### src/verilog/pio_pkg.sv
package pio_pkg;

  // Geometry of the pin array
  localparam int PIO_PORTS = 11;
  localparam int PIO_PINS = 88;
  localparam int PIO_GROUPS = 22;
  localparam int PIO_USABLE_PINS = 87;
  localparam int PIO_NMI_PORT = 8;
  localparam int PIO_NMI_BIT = 5;
  localparam int PIO_NMI_PIN = 69;

  // Address layout: bank in paddr[9:6], port index in paddr[5:2]
  localparam logic [11:0] PIO_DIR_BASE = 12'h000;
  localparam logic [11:0] PIO_DATA_BASE = 12'h040;
  localparam logic [11:0] PIO_SELA_BASE = 12'h080;
  localparam logic [11:0] PIO_SELB_BASE = 12'h0C0;
  localparam logic [11:0] PIO_SELC_BASE = 12'h100;
  localparam logic [11:0] PIO_SELD_BASE = 12'h140;
  localparam logic [11:0] PIO_PULL_ADDR = 12'h180;
  localparam int PIO_BANK_LSB = 6;
  localparam int PIO_IDX_LSB = 2;

  // Reset values
  localparam logic [87:0] PIO_VEC_RST = 88'h0;
  localparam logic [21:0] PIO_PULL_RST = 22'h0;
  localparam logic [7:0] PIO_NMI_PORT_MASK = 8'hDF;
  localparam logic [7:0] PIO_FULL_PORT_MASK = 8'hFF;
  localparam logic [87:0] PIO_IMPL_PINS = ~(88'h1 << PIO_NMI_PIN);

  // Register banks, in address order
  typedef enum logic [3:0] {
    PIO_BANK_DIR, PIO_BANK_DATA, PIO_BANK_SELA, PIO_BANK_SELB,
    PIO_BANK_SELC, PIO_BANK_SELD, PIO_BANK_PULL
  } pio_bank_t;

  // Writable bits of one port
  function automatic logic [7:0] pio_impl_mask(input int p);
    return (p == PIO_NMI_PORT) ? PIO_NMI_PORT_MASK : PIO_FULL_PORT_MASK;
  endfunction

  // Replace one port lane of a pin vector
  function automatic logic [87:0] pio_lane_write(input logic [87:0] old,
      input logic [3:0] idx, input logic [7:0] val);
    logic [87:0] res;
    res = old;
    for (int p = 0; p < PIO_PORTS; p++) begin
      if (idx == 4'(p)) res[8*p +: 8] = val & pio_impl_mask(p);
    end
    return res;
  endfunction

  // Pick one port lane of a pin vector
  function automatic logic [7:0] pio_lane_read(input logic [87:0] vec,
      input logic [3:0] idx);
    logic [7:0] res;
    res = 8'h00;
    for (int p = 0; p < PIO_PORTS; p++) begin
      if (idx == 4'(p)) res = vec[8*p +: 8];
    end
    return res;
  endfunction

endpackage

### src/verilog/pio_apb_decode.sv
`timescale 1ns/10ps
module pio_apb_decode import pio_pkg::*; (
  input wire logic [11:0] paddr,
  output pio_bank_t bank,
  output logic [3:0] idx,
  output logic hit
);

  // Split the word address into bank and lane
  wire [3:0] bank_raw = paddr[PIO_BANK_LSB +: 4];
  wire aligned = (paddr[1:0] == 2'h0) && (paddr[11:10] == 2'h0);
  wire lane_ok = (idx < 4'(PIO_PORTS));
  wire pull_ok = (paddr == PIO_PULL_ADDR);

  assign idx = paddr[PIO_IDX_LSB +: 4];
  assign bank = pio_bank_t'(bank_raw);
  // Port banks take 11 lanes, pull-up bank a single word
  assign hit = aligned && (pull_ok || ((bank_raw < 4'(PIO_BANK_PULL)) && lane_ok));

endmodule // pio_apb_decode

### src/verilog/pio_pin_mux.sv
`timescale 1ns/10ps
module pio_pin_mux import pio_pkg::*; (
  input wire logic bus_mode,
  input wire logic [87:0] bus_pin_mask,
  input wire logic [87:0] bus_out,
  input wire logic [87:0] bus_oe,
  input wire logic [87:0] dir,
  input wire logic [87:0] data,
  input wire logic [87:0] sel_a,
  input wire logic [87:0] sel_b,
  input wire logic [87:0] sel_c,
  input wire logic [87:0] sel_d,
  input wire logic [87:0] periph_out0,
  input wire logic [87:0] periph_out1,
  input wire logic [87:0] periph_out2,
  input wire logic [87:0] periph_out3,
  input wire logic [21:0] pull_grp,
  output logic [87:0] drv_val,
  output logic [87:0] drv_oe_n,
  output logic [87:0] pull_en
);

  logic [87:0] pull_flat;
  // Spread each group bit over its four pins
  for (genvar k = 0; k < PIO_PINS; k++) begin : g_pull
    assign pull_flat[k] = pull_grp[k / 4];
  end

  // One role per pin: bus, then peripheral, then port
  wire [87:0] bus_own = {88{bus_mode}} & bus_pin_mask & PIO_IMPL_PINS;
  wire [87:0] per_own = ~bus_own & sel_a & PIO_IMPL_PINS;
  wire [87:0] port_own = ~bus_own & ~sel_a & dir & PIO_IMPL_PINS;
  wire [87:0] per_low = (sel_c & periph_out2) | (~sel_c & periph_out0);
  wire [87:0] per_mid = (sel_b & periph_out1) | (~sel_b & per_low);
  wire [87:0] per_val = (sel_d & periph_out3) | (~sel_d & per_mid);
  wire [87:0] drive = (bus_own & bus_oe) | per_own | port_own;

  assign drv_val = (bus_own & bus_out) | (per_own & per_val) | (port_own & data);
  assign drv_oe_n = ~drive;
  // Pull-up only on undriven input pins, never on the interrupt pin
  assign pull_en = pull_flat & ~dir & ~drive & ~bus_own & PIO_IMPL_PINS;

endmodule // pio_pin_mux

### src/verilog/pio_top.sv
// Overview of operation
// - 87 usable pins over eleven ports
// - Direction bit per pin, one register per port
// - Interrupt-shared pin input only, never pulled up
// - Port 8 data bit 5 reads interrupt level
// - No direction bit exists for interrupt pin
// - Bus-owned pins ignore direction and data registers
// - Data write loads latch, read samples pins
// - Primary select picks port or peripheral output
// - Secondary selects pick among several peripheral outputs
// - One pull-up bit per four pins
// - Pull-up only when bit set and input
// - Ports 0, 1, P4 low still pullable as inputs
// - Each pin has exactly one role
`timescale 1ns/10ps
module pio_top import pio_pkg::*; (
  input wire logic pclk,
  input wire logic presetn,
  input wire logic psel,
  input wire logic penable,
  input wire logic pwrite,
  input wire logic [11:0] paddr,
  input wire logic [31:0] pwdata,
  output logic [31:0] prdata,
  output logic pready,
  output logic pslverr,
  input wire logic bus_mode,
  input wire logic [87:0] bus_pin_mask,
  input wire logic [87:0] bus_out,
  input wire logic [87:0] bus_oe,
  input wire logic [87:0] periph_out0,
  input wire logic [87:0] periph_out1,
  input wire logic [87:0] periph_out2,
  input wire logic [87:0] periph_out3,
  input wire logic [87:0] pin_in,
  output logic [87:0] pin_out,
  output logic [87:0] pin_oe_n,
  output logic [87:0] pin_pullup,
  output logic nmi_level
);

  // Register state
  logic [87:0] dir_r, dir_nxt;
  logic [87:0] data_r, data_nxt;
  logic [87:0] sela_r, sela_nxt;
  logic [87:0] selb_r, selb_nxt;
  logic [87:0] selc_r, selc_nxt;
  logic [87:0] seld_r, seld_nxt;
  logic [21:0] pull_r, pull_nxt;
  logic [31:0] prdata_r, prdata_nxt;
  logic pready_r;
  logic pslverr_r, pslverr_nxt;
  logic [87:0] pin_out_r, pin_oe_n_r, pin_pullup_r;
  logic nmi_level_r;

  pio_bank_t bank;
  logic [3:0] idx;
  logic hit;
  logic [87:0] drv_val, drv_oe_n, pull_en;

  // Address decode
  pio_apb_decode u_decode (
    .paddr(paddr),
    .bank(bank),
    .idx(idx),
    .hit(hit)
  );

  // APB phases
  wire setup_ph = psel && !penable;
  wire wr_acc = psel && penable && pready_r && pwrite && hit;
  wire [7:0] wbyte = pwdata[7:0];
  wire wr_dir = wr_acc && (bank == PIO_BANK_DIR);
  wire wr_data = wr_acc && (bank == PIO_BANK_DATA);
  wire wr_sela = wr_acc && (bank == PIO_BANK_SELA);
  wire wr_selb = wr_acc && (bank == PIO_BANK_SELB);
  wire wr_selc = wr_acc && (bank == PIO_BANK_SELC);
  wire wr_seld = wr_acc && (bank == PIO_BANK_SELD);
  wire wr_pull = wr_acc && (bank == PIO_BANK_PULL);

  // Register next values; interrupt pin bit of its lane is masked off
  assign dir_nxt = wr_dir ? pio_lane_write(dir_r, idx, wbyte) : dir_r;
  assign data_nxt = wr_data ? pio_lane_write(data_r, idx, wbyte) : data_r;
  assign sela_nxt = wr_sela ? pio_lane_write(sela_r, idx, wbyte) : sela_r;
  assign selb_nxt = wr_selb ? pio_lane_write(selb_r, idx, wbyte) : selb_r;
  assign selc_nxt = wr_selc ? pio_lane_write(selc_r, idx, wbyte) : selc_r;
  assign seld_nxt = wr_seld ? pio_lane_write(seld_r, idx, wbyte) : seld_r;
  assign pull_nxt = wr_pull ? pwdata[21:0] : pull_r;

  // Port data read shows live pins, interrupt level included
  wire [7:0] pin_lane = pio_lane_read(pin_in, idx);
  wire [7:0] rd_byte = (bank == PIO_BANK_DIR) ? pio_lane_read(dir_r, idx) :
                       (bank == PIO_BANK_DATA) ? pin_lane :
                       (bank == PIO_BANK_SELA) ? pio_lane_read(sela_r, idx) :
                       (bank == PIO_BANK_SELB) ? pio_lane_read(selb_r, idx) :
                       (bank == PIO_BANK_SELC) ? pio_lane_read(selc_r, idx) :
                       pio_lane_read(seld_r, idx);
  wire [31:0] rd_word = (bank == PIO_BANK_PULL) ? {10'h000, pull_r} : {24'h000000, rd_byte};

  // Read data and error captured in the setup cycle
  assign prdata_nxt = (setup_ph && !pwrite && hit) ? rd_word :
                      setup_ph ? 32'h00000000 : prdata_r;
  assign pslverr_nxt = setup_ph ? !hit : pslverr_r;

  // Pin role selection and pull-up gating
  pio_pin_mux u_mux (
    .bus_mode(bus_mode),
    .bus_pin_mask(bus_pin_mask),
    .bus_out(bus_out),
    .bus_oe(bus_oe),
    .dir(dir_r),
    .data(data_r),
    .sel_a(sela_r),
    .sel_b(selb_r),
    .sel_c(selc_r),
    .sel_d(seld_r),
    .periph_out0(periph_out0),
    .periph_out1(periph_out1),
    .periph_out2(periph_out2),
    .periph_out3(periph_out3),
    .pull_grp(pull_r),
    .drv_val(drv_val),
    .drv_oe_n(drv_oe_n),
    .pull_en(pull_en)
  );

  // Configuration registers; reset leaves every pin an input
  always_ff @(posedge pclk or negedge presetn) begin
    if (!presetn) begin
      dir_r <= PIO_VEC_RST;
      data_r <= PIO_VEC_RST;
      sela_r <= PIO_VEC_RST;
      selb_r <= PIO_VEC_RST;
      selc_r <= PIO_VEC_RST;
      seld_r <= PIO_VEC_RST;
      pull_r <= PIO_PULL_RST;
    end else begin
      dir_r <= dir_nxt;
      data_r <= data_nxt;
      sela_r <= sela_nxt;
      selb_r <= selb_nxt;
      selc_r <= selc_nxt;
      seld_r <= seld_nxt;
      pull_r <= pull_nxt;
    end
  end

  // Bus answer flops
  always_ff @(posedge pclk or negedge presetn) begin
    if (!presetn) begin
      prdata_r <= 32'h00000000;
      pready_r <= 1'b0;
      pslverr_r <= 1'b0;
    end else begin
      prdata_r <= prdata_nxt;
      pready_r <= 1'b1;
      pslverr_r <= pslverr_nxt;
    end
  end

  // Pin drive flops
  always_ff @(posedge pclk or negedge presetn) begin
    if (!presetn) begin
      pin_out_r <= PIO_VEC_RST;
      pin_oe_n_r <= ~PIO_VEC_RST;
      pin_pullup_r <= PIO_VEC_RST;
      nmi_level_r <= 1'b0;
    end else begin
      pin_out_r <= drv_val;
      pin_oe_n_r <= drv_oe_n;
      pin_pullup_r <= pull_en;
      nmi_level_r <= pin_in[PIO_NMI_PIN];
    end
  end

  assign prdata = prdata_r;
  assign pready = pready_r;
  assign pslverr = pslverr_r;
  assign pin_out = pin_out_r;
  assign pin_oe_n = pin_oe_n_r;
  assign pin_pullup = pin_pullup_r;
  assign nmi_level = nmi_level_r;

  // Helper views for the checks below
  wire [87:0] drivable = dir_r | sela_r;
  wire [87:0] bus_pins = bus_pin_mask & PIO_IMPL_PINS;
  wire port0_port = !bus_mode && !sela_r[0] && dir_r[0];
  wire port0_per = !bus_mode && sela_r[0] && !selb_r[0] && !selc_r[0] && !seld_r[0];
  wire pin1_pull_case = pull_r[0] && !dir_r[1] && !sela_r[1] && !bus_mode;
  wire nmi_rd_setup = setup_ph && !pwrite && hit && (bank == PIO_BANK_DATA) &&
                      (idx == 4'(PIO_NMI_PORT));
endmodule // pio_top

### config.mk
export PLATFORM = sky130hd
export DESIGN_NAME = pio_top
export DESIGN_NICKNAME = d
export VERILOG_FILES = /design/src/verilog/pio_pkg.sv /design/src/verilog/pio_apb_decode.sv /design/src/verilog/pio_pin_mux.sv /design/src/verilog/pio_top.sv
export SDC_FILE = /design/constraint.sdc
export NUM_CORES = 2
export LEC_CHECK = 0
export BUFFER_PORTS_ARGS = -buffer_cell sky130_fd_sc_hd__buf_2
export CORE_AREA = 2 2 410 412
export DETAILED_ROUTE_END_ITERATION = 10
export DIE_AREA = 0 0 412 414
export HOLD_SLACK_MARGIN = 0.08
export PLACE_DENSITY_LB_ADDON = 0.25
export SLEW_MARGIN = 10
export SYNTH_ARGS = -nofsm -noshare
export SYNTH_HDL_FRONTEND = slang
export SYNTH_HIERARCHICAL = 1
export SYNTH_SLANG_ARGS = --single-unit
export TNS_END_PERCENT = 50
### constraint.sdc
create_clock -name pclk -period 4.5 [get_ports pclk]
set_input_delay 0.45 -clock pclk [delete_from_list [all_inputs] [get_ports pclk]]
set_output_delay 0.45 -clock pclk [all_outputs]
set_load 0.05 [all_outputs]
==> impl_metrics.json <==
{
  "grt_pass1_wl_mm": 332,
  "fin_crit_sh_pct": 74.4,
  "worstSetupPathType": "in2reg",
  "p_clk_share_pct": 47.3,
  "syn_area_um2": 41200,
  "via_per_inst": 5.14,
  "synth_area_leaders": "dfrtp_1, mux2_2, dfstp_2",
  "ys_ff_latch": 833,
  "synth_cell_types": 88,
  "grt_setup_unrepaired": "no",
  "cts.sinks": 833,
  "max_freq_ghz": 0.299,
  "intPower_mw": 13.7,
  "slew_headroom_pct": 19.1,
  "hold_buffers": 417,
  "fin_ws_ns": 1.15,
  "p_leak_nw": 27.4,
  "finalMaxSlewViolations": 0,
  "ioPinCount": 1053,
  "required_ns": 5.14,
  "min_period_ns": 3.35,
  "power_density_nw_per_um2": 328,
  "worstReg2RegStart": "seld_r[41]",
  "die_y_um": 414,
  "grt_usage_pct": 28.5,
  "synth_top_area_share_pct": 45.3,
  "routed_wl_mm": 250,
  "cp.arrival_ns": 3.98,
  "htree_levels": 3,
  "ir_drop_mv": 0.370,
  "power_frac_comb_pct": 11.9,
  "async_flop_share_pct": 100,
  "drt-pass1-iter-count": 5,
  "clockRootBuffer": "clkbuf_16",
  "grt_max_degree": 113,
  "outcome": "finished clean",
  "fillers": 17000,
  "cts_buffers": 103,
  "post-place-ws_ns": 0.562,
  "skew_ns": 0.0372,
  "yosysWarnings": 6,
  "nets": 5920,
  "worst_slew_pin_slew_ns": 1.18,
  "netlist_instances": 3662,
  "postRouteAntennaNets": 0,
  "yosys.area.top_type": "dfrtp_1",
  "finalSetupViolCount": 0,
  "dieWidth_um": 412,
  "cts_tree": "built",
  "hpwl_mm": 199,
  "port_buffers": 1025,
  "syn_area_per_cell_um2": 11.2,
  "rr_worst_depth": 8,
  "grt_antenna_before_repair": 152,
  "pwr-share-seq_pct": 40.8,
  "switching_power_mw": 5.09,
  "hold_viol_final": 0,
  "hold_depth": 3,
  "synth_top_cells_by_count": "dfrtp_1, mux2_2, nand2_1",
  "grt_overflow": 0,
  "synthMostInstantiatedCell": "dfrtp_1",
  "synth_ff_type": "dfrtp_1",
  "postCtsSetupRepairBufs": 0,
  "fin_tns_setup_ns": 0,
  "rows": 150,
  "reg2reg_to": "prdata[1]",
  "route.vias.total": 38700,
  "start_kind": "input port",
  "die_area_um2": 171000,
  "cts.path.max_buffers": 3,
  "cap_violations": 0,
  "r2r_slack_ns": 1.66,
  "layout-drive-gt1-share_pct": 40.2,
  "netSwitchingFraction_pct": 27.2,
  "place.gp.congestion": 0.975,
  "areaGrowthSynthToFinish_pct": 39.0,
  "worstSetupEndpointType": "flip-flop",
  "synth_edf_count": 0,
  "min-delay-start": "bus_pin_mask[2]",
  "seq_area_frac_synth_pct": 50.9,
  "holdCritPathClass": "in2reg",
  "avgRoutedWirePerCell_um": 33.2,
  "cts_resized": 0,
  "grt_pass1_vias": 38900,
  "drc": 0,
  "clk_pin_slew_ns": 0.06,
  "initial_core_util_pct": 24.8,
  "cp_max_fo": 17,
  "worstSkewPairLatency_ns": 0.76,
  "hold_path_end": "pin_out[2]",
  "coreArea_um2": 166000,
  "first_iter_violations": 2989
}
registers in the layout, indices dropped and copies added (netlist names), 87 cells and up:
name and flops:
sela_r 87, selb_r 87, dir_r 87, selc_r 87, pin_pullup 88, pin_out 88
data_r 87, seld_r 87, pin_oe_n 88
cell usage in the layout (no fill, tap or decap), drive strengths merged, types with 7 or more instances in the layout:
master | synthesis | routed
diode | 0 | 61
nor2b | 103 | 103
a2111oi | 94 | 94
nor3 | 28 | 28
nand2 | 403 | 403
a21o | 10 | 10
mux4 | 9 | 9
dlygate4sd3 | 0 | 417
o221ai | 21 | 21
nor2 | 241 | 241
clkinv | 1 | 26
o22ai | 25 | 25
dfrtp | 745 | 745
a221oi | 38 | 38
clkbuf | 83 | 150
mux2 | 573 | 573
o21ai | 271 | 271
conb | 4 | 14
a221o | 10 | 10
nand2b | 11 | 11
o211ai | 7 | 7
inv | 94 | 96
a22oi | 35 | 35
nand3 | 12 | 12
and3 | 92 | 92
o22a | 87 | 87
a21oi | 95 | 95
a31oi | 12 | 12
dfstp | 88 | 88
nor3b | 90 | 90
buf | 121 | 1176
mux2i | 129 | 129
bufinv | 0 | 12
a22o | 23 | 23
a211oi | 23 | 23
critical path, cell delays in order:
cell and delay (ns):
buf_2 0.52, nor2b_1 0.60, nand2_1 0.68, buf_4 0.39, o221ai_1 0.44, a31oi_1 0.15
o22ai_1 0.16, o2111ai_1 0.24, a41o_1 0.29
stage by stage:
stage	instance area (um2)	instances	hold WS, ns	utilization [%]	total power [mW]
finish	57200	7518	0.131	34.4	18.7
floorplan	41200	3672	0.154	-	8.66
global route	57200	7488	0.122	34.4	19.3
CTS	57100	7457	0.0818	34.3	18.9
global placement	49300	6848	0.473	29.7	9.70
detailed placement	49400	6848	0.465	29.7	9.70
logic make-up after synthesis:
kind of cell | count (synthesis) | synth area share [%]
flip-flops | 833 | 50.9
multiplexers | 711 | 19.3
buffers and inverters | 299 | 3.71
AO/OA/AOI/OAI | 797 | 13.5
other | 4 | 0.0364
AND/OR/NAND/NOR | 1018 | 12.6
worst max-delay path by stage:
stage,slack (ns),startpoint,end
after global placement,0.57,paddr[5],prdata[2]
final,1.15,paddr[5],prdata[2]
after CTS,1.36,paddr[9],seld_r[6]
after floorplan,1.56,paddr[1],seld_r[0]
after global routing,1.24,paddr[9],seld_r[55]
after detailed placement,0.56,paddr[9],seld_r[6]
metal layers:
layer | vias up | track usage (%) | share of wire, %
li1 | 16400 | - | -
met1 | 19900 | 34.0 | 40
met2 | 1701 | 47.9 | 48
met3 | 563 | 7.88 | 7.6
met4 | 100 | 12.0 | 4.6
met5 | - | 0 | 0.25
layout make-up:
class | count | area, um2 | share of cell area [%]
Antenna cell | 61 | 153 | 0.267
Clock buffer | 150 | 2950 | 5.15
Clock inverter | 42 | 613 | 1.07
Inverter | 95 | 357 | 0.623
Multi-Input combinational cell | 2540 | 18800 | 32.9
Sequential cell | 833 | 21000 | 36.6
Tap cell | 2204 | 2760 | 4.82
Timing Repair Buffer | 1593 | 10700 | 18.6
power groups by stage:
stage	combinational, mW	clock, mW	sequential [mW]
after global routing	2.36	9.34	7.65
after detailed placement	1.93	0	7.77
after floorplan	0.551	0	8.11
after CTS	2.22	9.04	7.64
after global placement	1.92	0	7.78
final	2.24	8.87	7.64
(Power assumes the default switching activity.)
